### src/common/wckb_defines.vh
`ifndef WCKB_DEFINES_VH
`define WCKB_DEFINES_VH

// Wide key type codes
`define WCKB_TYPE_FULL_L2     2'h0
`define WCKB_TYPE_NORMAL      2'h1
`define WCKB_TYPE_FIVE_TUPLE  2'h2
`define WCKB_TYPE_CUSTOM      2'h3

// Port mask modes
`define WCKB_MASK_DEFAULT     2'h0
`define WCKB_MASK_LOOPBACK    2'h1
`define WCKB_MASK_MASQ        2'h2
`define WCKB_MASK_SPECIAL     2'h3

// Next index control codes
`define WCKB_NXT_NONE         2'h0
`define WCKB_NXT_VALUE        2'h1
`define WCKB_NXT_SERVICE      2'h2

// Default binding index select codes
`define WCKB_DEF_ZERO         2'h0
`define WCKB_DEF_LPORT        2'h1
`define WCKB_DEF_MASQ         2'h2

// Pipeline action code for masquerade injection
`define WCKB_ACT_INJ_MASQ     3'h3

// Special physical source ports
`define WCKB_PORT_CPU_PORT_ZERO        6'h35
`define WCKB_PORT_CPU_PORT_ONE        6'h36
`define WCKB_PORT_VD0         6'h37
`define WCKB_PORT_VD1         6'h38

// Mode 3 bitmap field positions
`define WCKB_M3_SRC_LSB       4
`define WCKB_M3_SRC_MSB       9
`define WCKB_M3_PT_LSB        44
`define WCKB_M3_PT_MSB        48
`define WCKB_M3_ACT_LSB       49
`define WCKB_M3_ACT_MSB       51

// Wide key field positions
`define WCKB_K_TYPE_LSB       0
`define WCKB_K_TYPE_MSB       1
`define WCKB_K_FIRST          2
`define WCKB_K_PORT_LSB       3
`define WCKB_K_PORT_MSB       8
`define WCKB_K_SVC            9
`define WCKB_K_GIDX_LSB       10
`define WCKB_K_GIDX_MSB       21
`define WCKB_K_MSEL_LSB       22
`define WCKB_K_MSEL_MSB       23
`define WCKB_K_MASK_LSB       24
`define WCKB_K_MASK_MSB       76
`define WCKB_K_MC             77
`define WCKB_K_BC             78
`define WCKB_KEY_W            79

`endif

### src/rtl/wckb_key_builder.v
// Overview of operation
// - Every wide key carries a 2-bit type code: full, normal, five-tuple, custom.
// - Every wide key carries a first-lookup flag, set first, cleared second.
// - Full layer-2 key carries the 6-bit configured logical ingress port.
// - Service flag set when previous action chose service index as binding index.
// - 12-bit binding index built from previous next-index control and value.
// - Without previous action, binding index is zero, logical or masqueraded port.
// - Port-mask mode is 2 bits; 0 default, 1 for loopback-device frames.
// - Mode 2 for masqueraded frames when the masquerade mask enable is set.
// - Mode 3 for CPU, virtual device or loopback frames with their enables.
// - When several modes qualify, the highest qualifying mode wins.
// - 53-bit bitmap: physical, looped or masqueraded port bit per mode.
// - Mode 3 bitmap: source flags, source port, pipeline point and action.
// - Multicast flag is bit 40 of the destination MAC.
// - Broadcast flag set when destination MAC is all ones.
`timescale 1ns/100ps
`default_nettype none
`include "wckb_defines.vh"

module wckb_key_builder #(
  parameter MASK_W = 53
) (
  input  wire                 clk_in,
  input  wire                 rst_b_in,
  input  wire                 build_valid_in,
  input  wire [1:0]           key_type_in,
  input  wire                 first_lookup_in,
  input  wire [5:0]           logical_port_number_in,
  input  wire [5:0]           phys_src_port_in,
  input  wire [5:0]           ifh_src_port_in,
  input  wire                 inject_mode_in,
  input  wire                 cpu_injected_in,
  input  wire                 loopback_device_in,
  input  wire [5:0]           looped_port_in,
  input  wire [4:0]           pipeline_point_in,
  input  wire [2:0]           pipeline_action_in,
  input  wire                 prev_action_valid_in,
  input  wire [1:0]           next_index_control_in,
  input  wire [11:0]          next_index_value_in,
  input  wire [11:0]          service_index_in,
  input  wire [1:0]           default_binding_index_select_in,
  input  wire                 masquerade_mask_enable_in,
  input  wire                 cpu_inject_mask_enable_in,
  input  wire                 virtual_device_mask_enable_in,
  input  wire                 loopback_mode3_enable_in,
  input  wire [47:0]          dest_mac_in,
  output reg                  key_valid_out,
  output reg  [1:0]           wide_key_type_code_out,
  output reg                  first_lookup_out,
  output reg  [5:0]           ingress_logical_port_out,
  output reg                  binding_index_from_service_out,
  output reg  [11:0]          binding_index_out,
  output reg  [1:0]           port_mask_mode_out,
  output reg  [MASK_W-1:0]    ingress_port_bitmap_out,
  output reg                  dest_mac_multicast_flag_out,
  output reg                  dest_mac_broadcast_flag_out,
  output reg  [`WCKB_KEY_W-1:0] wide_key_out
);

  ////////////////////////////////////////////////////////////////////////
  // Frame classification

  wire masq_frame;
  wire vd_frame;
  wire masq_q_mode;
  wire special_mode;
  wire [5:0] masq_port;

  // Injected with a foreign source port, or masquerade injection action
  assign masq_frame = (inject_mode_in &&
                       (ifh_src_port_in != phys_src_port_in)) ||
                      (pipeline_action_in == `WCKB_ACT_INJ_MASQ);
  assign masq_port  = masq_frame ? ifh_src_port_in : phys_src_port_in;

  assign vd_frame = (phys_src_port_in == `WCKB_PORT_VD0) ||
                    (phys_src_port_in == `WCKB_PORT_VD1);

  assign masq_q_mode  = masq_frame && masquerade_mask_enable_in;
  assign special_mode =
    (cpu_injected_in && cpu_inject_mask_enable_in) ||
    (vd_frame && virtual_device_mask_enable_in) ||
    (loopback_device_in && loopback_mode3_enable_in);

  ////////////////////////////////////////////////////////////////////////
  // Port mask mode, highest qualifying value wins

  reg [1:0] mode_d;

  always @* begin
    if (special_mode) begin
      mode_d = `WCKB_MASK_SPECIAL;
    end else if (masq_q_mode) begin
      mode_d = `WCKB_MASK_MASQ;
    end else if (loopback_device_in) begin
      mode_d = `WCKB_MASK_LOOPBACK;
    end else begin
      mode_d = `WCKB_MASK_DEFAULT;
    end
  end

  ////////////////////////////////////////////////////////////////////////
  // Ingress port bitmap

  reg  [5:0]        sel_port;
  wire [MASK_W-1:0] onehot;
  reg  [MASK_W-1:0] bitmap_d;

  always @* begin
    case (mode_d)
      `WCKB_MASK_LOOPBACK: begin
        sel_port = looped_port_in;
      end
      `WCKB_MASK_MASQ: begin
        sel_port = masq_port;
      end
      default: begin
        sel_port = phys_src_port_in;
      end
    endcase
  end

  // Port numbers beyond the mask width set no bit
  genvar gi;
  generate
    for (gi = 0; gi < MASK_W; gi = gi + 1) begin : g_onehot
      assign onehot[gi] = (sel_port == gi[5:0]);
    end
  endgenerate

  always @* begin
    bitmap_d = {MASK_W{1'b0}};
    if (mode_d == `WCKB_MASK_SPECIAL) begin
      bitmap_d[0] = (phys_src_port_in == `WCKB_PORT_CPU_PORT_ZERO);
      bitmap_d[1] = (phys_src_port_in == `WCKB_PORT_CPU_PORT_ONE);
      bitmap_d[2] = (phys_src_port_in == `WCKB_PORT_VD0);
      bitmap_d[3] = (phys_src_port_in == `WCKB_PORT_VD1);
      bitmap_d[`WCKB_M3_SRC_MSB:`WCKB_M3_SRC_LSB] = masq_port;
      bitmap_d[`WCKB_M3_PT_MSB:`WCKB_M3_PT_LSB] =
        pipeline_point_in;
      bitmap_d[`WCKB_M3_ACT_MSB:`WCKB_M3_ACT_LSB] =
        pipeline_action_in;
    end else begin
      bitmap_d = onehot;
    end
  end

  ////////////////////////////////////////////////////////////////////////
  // Generic binding index

  reg [11:0] gidx_d;
  reg        svc_d;

  always @* begin
    svc_d = 1'b0;
    if (prev_action_valid_in &&
        next_index_control_in == `WCKB_NXT_VALUE) begin
      gidx_d = next_index_value_in;
    end else if (prev_action_valid_in &&
                 next_index_control_in == `WCKB_NXT_SERVICE) begin
      gidx_d = service_index_in;
      svc_d  = 1'b1;
    end else begin
      // No usable previous action: fall back to configured default
      case (default_binding_index_select_in)
        `WCKB_DEF_LPORT: begin
          gidx_d = {6'h00, logical_port_number_in};
        end
        `WCKB_DEF_MASQ: begin
          gidx_d = {6'h00, masq_port};
        end
        default: begin
          gidx_d = 12'h000;
        end
      endcase
    end
  end

  ////////////////////////////////////////////////////////////////////////
  // Destination MAC flags

  wire mc_d;
  wire bc_d;

  assign mc_d = dest_mac_in[40];
  assign bc_d = (dest_mac_in == 48'hFFFFFFFFFFFF);

  ////////////////////////////////////////////////////////////////////////
  // Key assembly at fixed positions

  reg  [`WCKB_KEY_W-1:0] key_d;
  wire                   is_full;
  wire                   has_mask;

  assign is_full  = (key_type_in == `WCKB_TYPE_FULL_L2);
  // Mask and MAC flags only exist in the two MAC-carrying key types
  assign has_mask = is_full || (key_type_in == `WCKB_TYPE_NORMAL);

  always @* begin
    key_d = {`WCKB_KEY_W{1'b0}};
    key_d[`WCKB_K_TYPE_MSB:`WCKB_K_TYPE_LSB] = key_type_in;
    key_d[`WCKB_K_FIRST] = first_lookup_in;
    if (is_full) begin
      key_d[`WCKB_K_PORT_MSB:`WCKB_K_PORT_LSB] =
        logical_port_number_in;
    end else begin
      key_d[`WCKB_K_SVC] = svc_d;
      key_d[`WCKB_K_GIDX_MSB:`WCKB_K_GIDX_LSB] = gidx_d;
    end
    if (has_mask) begin
      key_d[`WCKB_K_MSEL_MSB:`WCKB_K_MSEL_LSB] = mode_d;
      key_d[`WCKB_K_MASK_MSB:`WCKB_K_MASK_LSB] = bitmap_d[52:0];
      key_d[`WCKB_K_MC] = mc_d;
      key_d[`WCKB_K_BC] = bc_d;
    end
  end

  ////////////////////////////////////////////////////////////////////////
  // Output registers, one cycle from request to key

  always @(posedge clk_in or negedge rst_b_in) begin
    if (!rst_b_in) begin
      key_valid_out                  <= 1'b0;
      wide_key_type_code_out         <= 2'h0;
      first_lookup_out               <= 1'b0;
      ingress_logical_port_out       <= 6'h00;
      binding_index_from_service_out <= 1'b0;
      binding_index_out              <= 12'h000;
      port_mask_mode_out             <= 2'h0;
      ingress_port_bitmap_out        <= {MASK_W{1'b0}};
      dest_mac_multicast_flag_out    <= 1'b0;
      dest_mac_broadcast_flag_out    <= 1'b0;
      wide_key_out                   <= {`WCKB_KEY_W{1'b0}};
    end else begin
      key_valid_out <= build_valid_in;
      // Fields load only with a request so the key holds between frames
      if (build_valid_in) begin
        wide_key_type_code_out         <= key_type_in;
        first_lookup_out               <= first_lookup_in;
        ingress_logical_port_out       <= logical_port_number_in;
        binding_index_from_service_out <= svc_d;
        binding_index_out              <= gidx_d;
        port_mask_mode_out             <= mode_d;
        ingress_port_bitmap_out        <= bitmap_d;
        dest_mac_multicast_flag_out    <= mc_d;
        dest_mac_broadcast_flag_out    <= bc_d;
        wide_key_out                   <= key_d;
      end
    end
  end

endmodule

`default_nettype wire

### config.mk
export PLATFORM = sky130hd
export DESIGN_NAME = wckb_key_builder
export DESIGN_NICKNAME = d
export VERILOG_FILES = /design/src/rtl/wckb_key_builder.v
export VERILOG_INCLUDE_DIRS = /design/src /design/src/common
export SDC_FILE = /design/constraint.sdc
export NUM_CORES = 1
export LEC_CHECK = 0
export BUFFER_PORTS_ARGS = -buffer_cell sky130_fd_sc_hd__buf_2
export CAP_MARGIN = 0
export CELL_PAD_IN_SITES_DETAIL_PLACEMENT = 0
export CELL_PAD_IN_SITES_GLOBAL_PLACEMENT = 1
export CORE_MARGIN = 8
export CORE_UTILIZATION = 37
export CTS_CLUSTER_DIAMETER = 50
export DETAILED_ROUTE_END_ITERATION = 8
export PLACE_DENSITY_LB_ADDON = 0.08
export SETUP_SLACK_MARGIN = 0.2
export SYNTH_ARGS = -nofsm -noshare
export SYNTH_HDL_FRONTEND = slang
export SYNTH_SLANG_ARGS = --single-unit
export TNS_END_PERCENT = 5
### constraint.sdc
create_clock -name clk_in -period 1 [get_ports clk_in]
set_clock_uncertainty 0.1 [all_clocks]
set_input_delay 0.05 -clock clk_in [delete_from_list [all_inputs] [get_ports clk_in]]
set_output_delay 0.05 -clock clk_in [all_outputs]
set_load 0.01 [all_outputs]
* After elaboration in Yosys (flattened, before gate mapping)
Cells that the tools add are included.
** Storage, ports and cells
- Register bits :: 159
- Bits in latches :: 0
- Bits in writable memories :: 0
- ROM bits :: 0
- Input port bits :: 122
- Logic and storage cells :: 109
- Memories :: 0
** Operators by class
- $add $sub $neg :: 0
- $mul :: 0
- Div/mod/pow operators :: 0
- $lt $le $gt $ge :: 0
- Eq/ne operators :: 67
- Shift-type cells :: 0
- Muxes and demuxes :: 17
- Bitwise operators :: 0
- Reduce and logical (&&, ||, !) cells :: 14
** Operators by type and width (number)
- 6-bit equality test (second input constant) :: 25
- 6-bit by 5-bit equality test with 1-bit output (second input constant) :: 16
- 57-bit 2-to-1 mux :: 1
- 48-bit equality test (second input constant) :: 1
- 6-bit by 4-bit equality test with 1-bit output (second input constant) :: 8
- 34-bit 2-to-1 mux :: 1
- 6-bit by 3-bit equality test with 1-bit output (second input constant) :: 4
- 12-bit 2-to-1 mux :: 2
- 6-bit case mux with 2 select lines :: 2
- 13-bit 2-to-1 mux :: 1
- 6-bit by 2-bit equality test with 1-bit output (second input constant) :: 2
- 6-bit 2-to-1 mux :: 2
- 10-bit 2-to-1 mux :: 1
- 2-bit by 1-bit equality test with 1-bit output (second input constant) :: 4
- 2-bit equality test (second input constant) :: 4
- 8-bit 2-to-1 mux :: 1
- 1-bit logical AND :: 7
- 6-bit by 1-bit equality test with 1-bit output (second input constant) :: 1
- 6-bit logical NOT :: 1
- 6-bit != test :: 1
- 1-bit logical OR :: 5
- 1-bit 2-to-1 mux :: 4
- 2-bit 2-to-1 mux :: 2
- 3-bit by 2-bit equality test with 1-bit output (second input constant) :: 1
- 2-bit logical NOT :: 1

* Logic depth before layout (Yosys ltp)
Gate-level depths: netlist of the first run.
- Word-level depth :: 11
- Gate-level depth with buffers :: 18
- Mapped depth without buffers :: 15

* Worst setup path before layout of the first run
Ideal clock, no wire load.
- Kind :: input to register
- From :: in phys_src_port_in[0]
- To :: reg wide_key_out[26]
- Arrival time :: 3674 ps
- Data required time :: 810 ps
- Setup slack :: -2864 ps
- Stages on the path :: 17
- Cells stage by stage :: buf_2 -> nor2b_1 -> a2111oi_4 -> a41oi_1 -> buf_2 -> a21oi_1 -> inv_1 -> ha_1 -> clkbuf_1 -> o21ai_0 -> a311o_1 -> a311oi_2 -> nand3_2 -> or2_1 -> buf_6 -> buf_6 -> o31ai_4
** Between the ends
- Word-level cells in the longest chain between the ends :: 11
- Elaborated cells between the ends (all ways) :: 20
- Classes of those cells :: 7 x eq/ne; 6 x mux; 7 x reduce/logical
** Ends and longest elaborated chain
- from (decl) :: line wckb_key_builder.v:29 : input wire [5:0] phys_src_port_in,
- 6-bit != test / 6-bit equality test (equally long branches)
- 1-bit logical AND / 1-bit logical OR (equally long branches) :: line wckb_key_builder.v:70, wckb_key_builder.v:75
- 1-bit logical OR / 1-bit logical AND (equally long branches) :: line wckb_key_builder.v:70, wckb_key_builder.v:81
- 1-bit logical AND / 1-bit logical OR (equally long branches) :: line wckb_key_builder.v:78, wckb_key_builder.v:80
- 2-bit 2-to-1 mux / 1-bit logical OR (equally long branches) :: line wckb_key_builder.v:92, wckb_key_builder.v:81
- 2-bit 2-to-1 mux (*) :: line wckb_key_builder.v:90 : if (special_mode) begin
- net mode_d[1] :: line wckb_key_builder.v:87 : reg [1:0] mode_d;
- 2-bit equality test / 2-bit by 1-bit equality test with 1-bit output (equally long branches) :: line wckb_key_builder.v:109 : case (mode_d)
- 6-bit case mux with 2 select lines :: line wckb_key_builder.v:109
- 6-bit by 2-bit equality test with 1-bit output :: line wckb_key_builder.v:126 : assign onehot[gi] = (sel_port == gi[5:0]);
- 10-bit 2-to-1 mux (*) :: line wckb_key_builder.v:132 : if (mode_d == `WCKB_MASK_SPECIAL) begin
- 57-bit 2-to-1 mux (*) :: line wckb_key_builder.v:209 : if (has_mask) begin
- to (signal assigned) :: line wckb_key_builder.v:232 : wide_key_out <= {`WCKB_KEY_W{1'b0}};
- to (signal assigned) :: line wckb_key_builder.v:246 : wide_key_out <= key_d;
- to (decl) :: line wckb_key_builder.v:57 : output reg [`WCKB_KEY_W-1:0] wide_key_out
The timed path passes the listed nets; every way through them passes the cells marked *.
A chain may end at the register's enable or synchronous reset.

* Final worst setup path of the first run
- From :: in phys_src_port_in[0]
- To :: reg wide_key_out[74]
** Between the ends
- Word-level cells in the longest chain between the ends :: 11
- Elaborated cells between the ends (all ways) :: 20
- Classes of those cells :: 7 x eq/ne; 6 x mux; 7 x reduce/logical
** Ends and longest elaborated chain (line)
- 6-bit != test / 6-bit equality test (equally long branches)
- 1-bit logical AND / 1-bit logical OR (equally long branches) :: wckb_key_builder.v:70, wckb_key_builder.v:75
- 1-bit logical OR / 1-bit logical AND (equally long branches) :: wckb_key_builder.v:70, wckb_key_builder.v:81
- 1-bit logical AND / 1-bit logical OR (equally long branches) :: wckb_key_builder.v:78, wckb_key_builder.v:80
- 2-bit 2-to-1 mux / 1-bit logical OR (equally long branches) :: wckb_key_builder.v:92, wckb_key_builder.v:81
- 2-bit 2-to-1 mux (*) :: wckb_key_builder.v:90
- net mode_d[1] :: wckb_key_builder.v:87
- 2-bit equality test / 2-bit by 1-bit equality test with 1-bit output (equally long branches) :: wckb_key_builder.v:109
- 6-bit case mux with 2 select lines :: wckb_key_builder.v:109
- 6-bit equality test :: wckb_key_builder.v:126
- 8-bit 2-to-1 mux (*) :: wckb_key_builder.v:132
- 57-bit 2-to-1 mux (*) :: wckb_key_builder.v:209
Marked as above.

==> metrics, run 1 <==
crit path max fanout=6; pre-CTS worst setup slack=-2.38 ns; CTS H-tree depth=4; vias post-DR=7,288; Netlist cell types=64; EDFF count, synth=0; CP Capture Type=register; Netlist Area Pre-Place=approximately 0.0072 mm²; initial antenna violation count=0; grt ovf=0; Die X=156 µm; critical path, cell by cell=buf_12 > nor2b_4 > a2111oi_4 > a41oi_2 > a21oi_4 > inv_2 > ha_4 > nor2b_4 > nand3_2 > a31oi_2 > a311oi_2 > buf_4 > or4_4 > or2_4 > o31ai_2; Ant. Diodes=0; cells after synthesis=roughly 670; R2R depth=2; WS Path Type=input port to register; placed inst area=0.00989 mm²; Lkg Pwr=0.00569 µW; failing checks=negative hold slack, negative setup slack; vias in the first global route=7,699; DR vias/cell=5.31; Net Count, Synth=799; R2R Path End=wide_key_out[26]; antenna-violating nets left=0; CTS tree=done; sequential area share after synthesis=0.541; GRT Total Usage=0.232; Critical Path AT=roughly 3.1 ns; synth top area cells=dfrtp_1 54%, o2bb2ai_1 10%, nand2_1 2.9%; relative slew slack=0.462; WL/cell=21.2 µm; ys flop type=dfrtp_1; most used cell along the critical path=nor2b_4; Max Cap Viol=0; status=finished, violations left; # fillers=about 1,700; CTS max path bufs=2; HPWL after DPL=21,300 µm; Mapped Avg Cell Area=10.8 µm²; YS warnings=0; number of remaining DRC errors=0; Yosys top cell by area=dfrtp_1; Rows=51; FF+latch area=roughly 0.004 mm²; final wirelength=~29,000 µm; worst-path cell with the longest stage delay=or4_4; Fmax=roughly 0.35 GHz; maximum vdd ir drop=about 1200 µV; Core ar.=0.0193 mm²; share of post-route cells with drive strength above 1=0.521; Clock Latency Late Sink=roughly 0.42 ns; Die Y=156 µm; Synth async-reset ratio=1.00; clock-pin slew on the worst setup and hold paths=around 0.08 ns; Root Buffer=clkbuf_16; initial DRC count=around 380; top cell type's share of synthesized area=0.541; Critical path origin=phys_src_port_in[0]; clock sinks=156; Worst R2R Setup Slack=-0.02 ns; fin nets=between 1,000 and 1,500; register bit total from synthesis=156; Worst Setup EP=wide_key_out[74]; Least-Margin Pin Slew=0.807 ns; worst path required time=1.24 ns; CP startpoint kind=input port; largest net degree at the start of global routing=73; setup slack after layout=-1.86 ns; worst hold path type=input port to register; Multi-input gate area=0.00349 mm²; final instance area=0.0118 mm²; RSZ-0062 raised after global routing=yes; final critical-path required period=around 2.9 ns; PwrDens=1520 mW/mm²; Starting Density=0.374; P&R area growth vs syn=63.2%; final hold vios=23; die area=roughly 0.024 mm²; I/O pins=281; CTS buffer count=17; fin crit share=2.86; reg2reg start=wide_key_out[26]; Finish-stage setup viols=about 280; DRT Pass-1 Iters=6; Slowest Stage Delay on Critical Path=0.48 ns; Final Max Tran Viols=0; global-route wire length before repair=44,100 µm; GP Congestion=0.927; Fin Hold WS=-0.141 ns; IO Port Bufs=280
layer usage:
metal	track usage	part of all wire	routed length, µm
met1	0.295	0.43	12500
met2	0.380	0.48	14000
met3	0.0659	0.068	1990
met4	0.0661	0.019	546
met5	0	0	0
per-stage QoR:
| step | cells | setup TNS, ns | power, µW | util | hold WS [ns] |
|---|---|---|---|---|---|
| 6_report | 1373 | -204.52 | 17900 | 0.611 | -0.141 |
| 5_1_grt | 1373 | -219.56 | 18700 | 0.611 | -0.130 |
| 4_1_cts | 1367 | -208.68 | 17900 | 0.590 | -0.160 |
| 3_5_place_dp | 1299 | -263.91 | 10800 | 0.513 | -0.0516 |
| 3_3_place_gp | 1299 | -253.19 | 10800 | 0.513 | -0.0559 |
| 2_1_floorplan | 671 | -256.03 | 8670 | - | -0.346 |
synthesized netlist by cell type, types with 3 or more instances:
| cell type | instances |
|---|---|
| buf_1 | 3 |
| a211oi_1 | 3 |
| buf_4 | 3 |
| o21ai_1 | 7 |
| and3_1 | 8 |
| or2_2 | 7 |
| nand3b_1 | 5 |
| clkbuf_1 | 35 |
| o32ai_1 | 9 |
| mux2_2 | 6 |
| nand4_1 | 17 |
| a22oi_1 | 15 |
| nand2_1 | 56 |
| o31ai_1 | 3 |
| or2_1 | 3 |
| buf_2 | 3 |
| o221ai_1 | 14 |
| nor3_1 | 6 |
| nor2_1 | 30 |
| o22ai_1 | 3 |
| buf_6 | 3 |
| inv_1 | 32 |
| mux2i_1 | 8 |
| o221ai_2 | 3 |
| o21ai_0 | 30 |
| ha_1 | 6 |
| a21oi_1 | 36 |
| nor2b_1 | 8 |
| dfrtp_1 | 156 |
| nand3_1 | 24 |
| o2bb2ai_1 | 83 |
critical path, delay by kind of cell:
kind / cells / cell delay [ns]
buffers and inverters: 3 / 0.34
adders and majority gates: 1 / 0.26
AOI/OAI and AO/OA: 6 / 1.30
and+or+nand+nor: 5 / 1.16
registers in the layout, summed over array words and instances (netlist names), 2 cells and up:
name / cells
wide_key_out: 78
port_mask_mode_out: 2
binding_index_out: 12
ingress_port_bitmap_out: 53
ingress_logical_port_out: 6
cell type report:
| cell class | instances | area share |
|---|---|---|
| clock buffers | 18 | 0.0364 |
| clock inverters | 14 | 0.0124 |
| inverters | 33 | 0.0107 |
| multi-input cells | 433 | 0.296 |
| flip-flops and latches | 156 | 0.331 |
| well taps | 265 | 0.0282 |
| repair buffers | 454 | 0.285 |
how the worst min path moves through the flow:
stage,startpoint,end,slack (ns),cells past startpoint
floorplan,rst_b_in,binding_index_from_service_out,-0.35,0
global route,next_index_value_in[9],wide_key_out[19],-0.13,3
detailed placement,rst_b_in,ingress_port_bitmap_out[11],-0.05,2
global placement,rst_b_in,ingress_port_bitmap_out[11],-0.06,2
CTS,service_index_in[9],wide_key_out[19],-0.16,3
finish,service_index_in[10],wide_key_out[20],-0.14,3
kinds of logic after synthesis:
kind of cell	count (synthesis)	synth area share
AOI/OAI and AO/OA	234	0.254
and+or+nand+nor	177	0.123
DFF	156	0.541
buffers and inverters	82	0.0482
muxes	14	0.0205
adders and majority gates	6	0.0104
xor gates and xnor gates	2	0.00243
layout by cell type, fill, tap and decap left out, types with 6 or more instances in the layout:
| cell type | n |
|---|---|
| buf_6 | 61 |
| a22oi_1 | 11 |
| o21ai_0 | 18 |
| buf_2 | 225 |
| inv_1 | 29 |
| mux2i_1 | 7 |
| buf_12 | 14 |
| nand2_1 | 52 |
| o221ai_1 | 7 |
| nand3_2 | 6 |
| nor2_1 | 28 |
| a21oi_1 | 28 |
| o221ai_2 | 10 |
| nand4_1 | 17 |
| and3_1 | 8 |
| dlygate4sd3_1 | 22 |
| o21ai_1 | 15 |
| nor3_1 | 6 |
| buf_4 | 127 |
| o2bb2ai_1 | 70 |
| dfrtp_1 | 156 |
| clkbuf_16 | 17 |
| o32ai_1 | 6 |
| nand3_1 | 18 |
| o2bb2ai_2 | 13 |
report_power, final:
| part | total [µW] | internal (µW) | switching [µW] |
|---|---|---|---|
| clock network | 6370 | 3340 | 3030 |
| registers | 6890 | 6660 | 230 |
| logic | 4680 | 2160 | 2520 |
repair_timing:
item / 4_1_cts / 5_1_grt
endpoints found under the setup margin: 292 / 307
hold endpoints to repair: 215 / 20
buffers inserted: 11 / 5
gates cloned: 1 / 0
pin swaps: 22 / 18
hold buffers: 24 / 1
resized for setup: 113 / 74
No activity file was read; power rests on OpenSTA's default activity.
==> inputs of run 2 (changes only) <==
- CELL_PAD_IN_SITES_DETAIL_PLACEMENT: 0 -> 2
- CELL_PAD_IN_SITES_GLOBAL_PLACEMENT: 1 -> 2
- CORE_UTILIZATION: 37 -> 27
- HOLD_SLACK_MARGIN: unset -> 0.03
- clock period: 1 -> 2.4 ns (I/O delays scaled with it)
==> metrics, run 2 (synthesized netlist as in run 1, its figures left out) <==
DRT Pass-1 Iters=4; vias post-DR=7,473; clock-pin slew on the worst setup and hold paths=0.07 ns; Fmax=around 0.34 GHz; I/O pins=281; Die X=179 µm; CTS max path bufs=2; RSZ-0062 raised after global routing=yes; Critical Path AT=3.17 ns; fin nets=1,229; final wirelength=35,400 µm; Sw Share=0.337; Ant. Diodes=0; Die Y=179 µm; Clock Latency Late Sink=0.42 ns; initial antenna violation count=0; Overall Power=approximately 7600 µW; DR vias/cell=5.14; grt ovf=0; P&R area growth vs syn=62.8%; NetSw=2560 µW; WS Path Type=input port to register; PwrDens=646 mW/mm²; Core ar.=between 0.02 and 0.03 mm²; WL/cell=24.3 µm; Reg power frac=0.378; Root Buffer=clkbuf_16; # fillers=roughly 2,800; CTS H-tree depth=4; placed inst area=0.00986 mm²; final critical-path required period=about 3 ns; vias in the first global route=about 9,000; number of remaining DRC errors=0; largest net degree at the start of global routing=between 90 and 100; GP Congestion=approximately 0.84; CTS buffer count=17; CP Capture Type=register; IO Port Bufs=280; Lkg Pwr=0.00564 µW; Int Power=5030 µW; global-route wire length before repair=54,600 µm; failing checks=negative setup slack; Largest regs=wide_key_out: 78 flops, ingress_port_bitmap_out: 53 flops, binding_index_out: 12 flops; commonest non-fill, non-tap cells in the layout=274 x buf_2, 156 x dfrtp_1, 114 x buf_4; final instance area=0.0117 mm²; Finish-stage setup viols=roughly 110; maximum vdd ir drop=343 µV; fin crit share=1.22; HPWL after DPL=25,800 µm; Worst R2R Setup Slack=1.45 ns; CTS tree=done; Least-Margin Pin Slew=1.19 ns; worst hold path type=input port to register; clock group share of total power=0.356; Fin Hold WS=0.0323 ns; most flop-heavy register=wide_key_out; status=finished, violations left; Starting Density=0.272; crit path max fanout=6; share of post-route cells with drive strength above 1=0.527; Max Cap Viol=0; clock sinks=156; die area=0.0322 mm²; worst path required time=2.64 ns; combinational share of power=0.266; max FFs per register=78; Final Max Tran Viols=0; antenna-violating nets left=0; relative slew slack=0.203; initial DRC count=approximately 200; CP startpoint kind=input port; setup slack after layout=-0.534 ns; final hold vios=0; GRT Total Usage=0.216; Rows=60; commonest non-fill, non-tap cell in the layout=buf_2
-- run 2: metal layers --
metal / vias to the layer above / share of wire / global-route usage
li1: 3387 / - / -
met1: 3849 / 0.43 / 0.261
met2: 201 / 0.50 / 0.374
met3: 36 / 0.051 / 0.0546
met4: 0 / 0.020 / 0.0604
met5: - / 0 / 0
-- run 2: layout make-up --
class	instances	area (µm²)	area share
Timing Repair Buffer	460	3090	0.263
Inverter	33	126	0.0108
Sequential cell	156	3900	0.332
Clock buffer	17	425	0.0362
Tap cell	341	427	0.0363
Multi-Input combinational cell	433	3620	0.308
Clock inverter	15	158	0.0134
-- run 2: per-stage QoR --
stage	util	instances	setup WS, ns	setup TNS [ns]
6_report	0.442	1455	-0.534	-38.90
5_1_grt	0.442	1455	-0.673	-56.28
4_1_cts	0.434	1451	-0.510	-37.54
3_5_place_dp	0.371	1366	-1.57	-124.48
3_3_place_gp	0.371	1366	-1.33	-100.95
2_1_floorplan	-	671	-1.18	-101.84
-- run 2: worst paths after layout --
kind | from | end | depth (start not counted)
min in group asynchronous | rst_b_in | wide_key_out[5] | 2
worst min-delay path | dest_mac_in[7] | dest_mac_broadcast_flag_out | 5
worst min register to register | ingress_port_bitmap_out[38] | ingress_port_bitmap_out[38] | 1
worst max-delay path | phys_src_port_in[0] | wide_key_out[74] | 16
worst max register to register | ingress_port_bitmap_out[9] | ingress_port_bitmap_out[9] | 2
max in group asynchronous | rst_b_in | wide_key_out[17] | 3
-- run 2: power by group through the flow --
stage / clock network, µW / registers (µW) / logic, µW
4_1_cts: 2790 / 2870 / 1950
5_1_grt: 2880 / 2890 / 2150
3_3_place_gp: 0 / 2910 / 1620
6_report: 2710 / 2870 / 2020
2_1_floorplan: 0 / 2980 / 635
3_5_place_dp: 0 / 2920 / 1660
-- run 2: worst max-delay path: stages --
cell and delay [ns]:
buf_12 0.11, nor2b_4 0.12, a2111oi_4 0.39, a41oi_4 0.22, a21oi_4 0.21, inv_2 0.07, ha_4 0.25, nor2b_4 0.18
nand3_2 0.08, a31oi_1 0.17, a311oi_2 0.05, buf_4 0.16, buf_6 0.11, or4_4 0.42, or2_4 0.31, o31ai_2 0.18
-- run 2: repair_timing --
item                       in CTS  in global routing
hold buffers                   38                  0
setup endpoints to repair     106                106
gates resized for setup       122                 38
buffers inserted               14                  4
hold endpoints to repair      109                  0
gates cloned                    1                  0
pin swaps                      33                 10
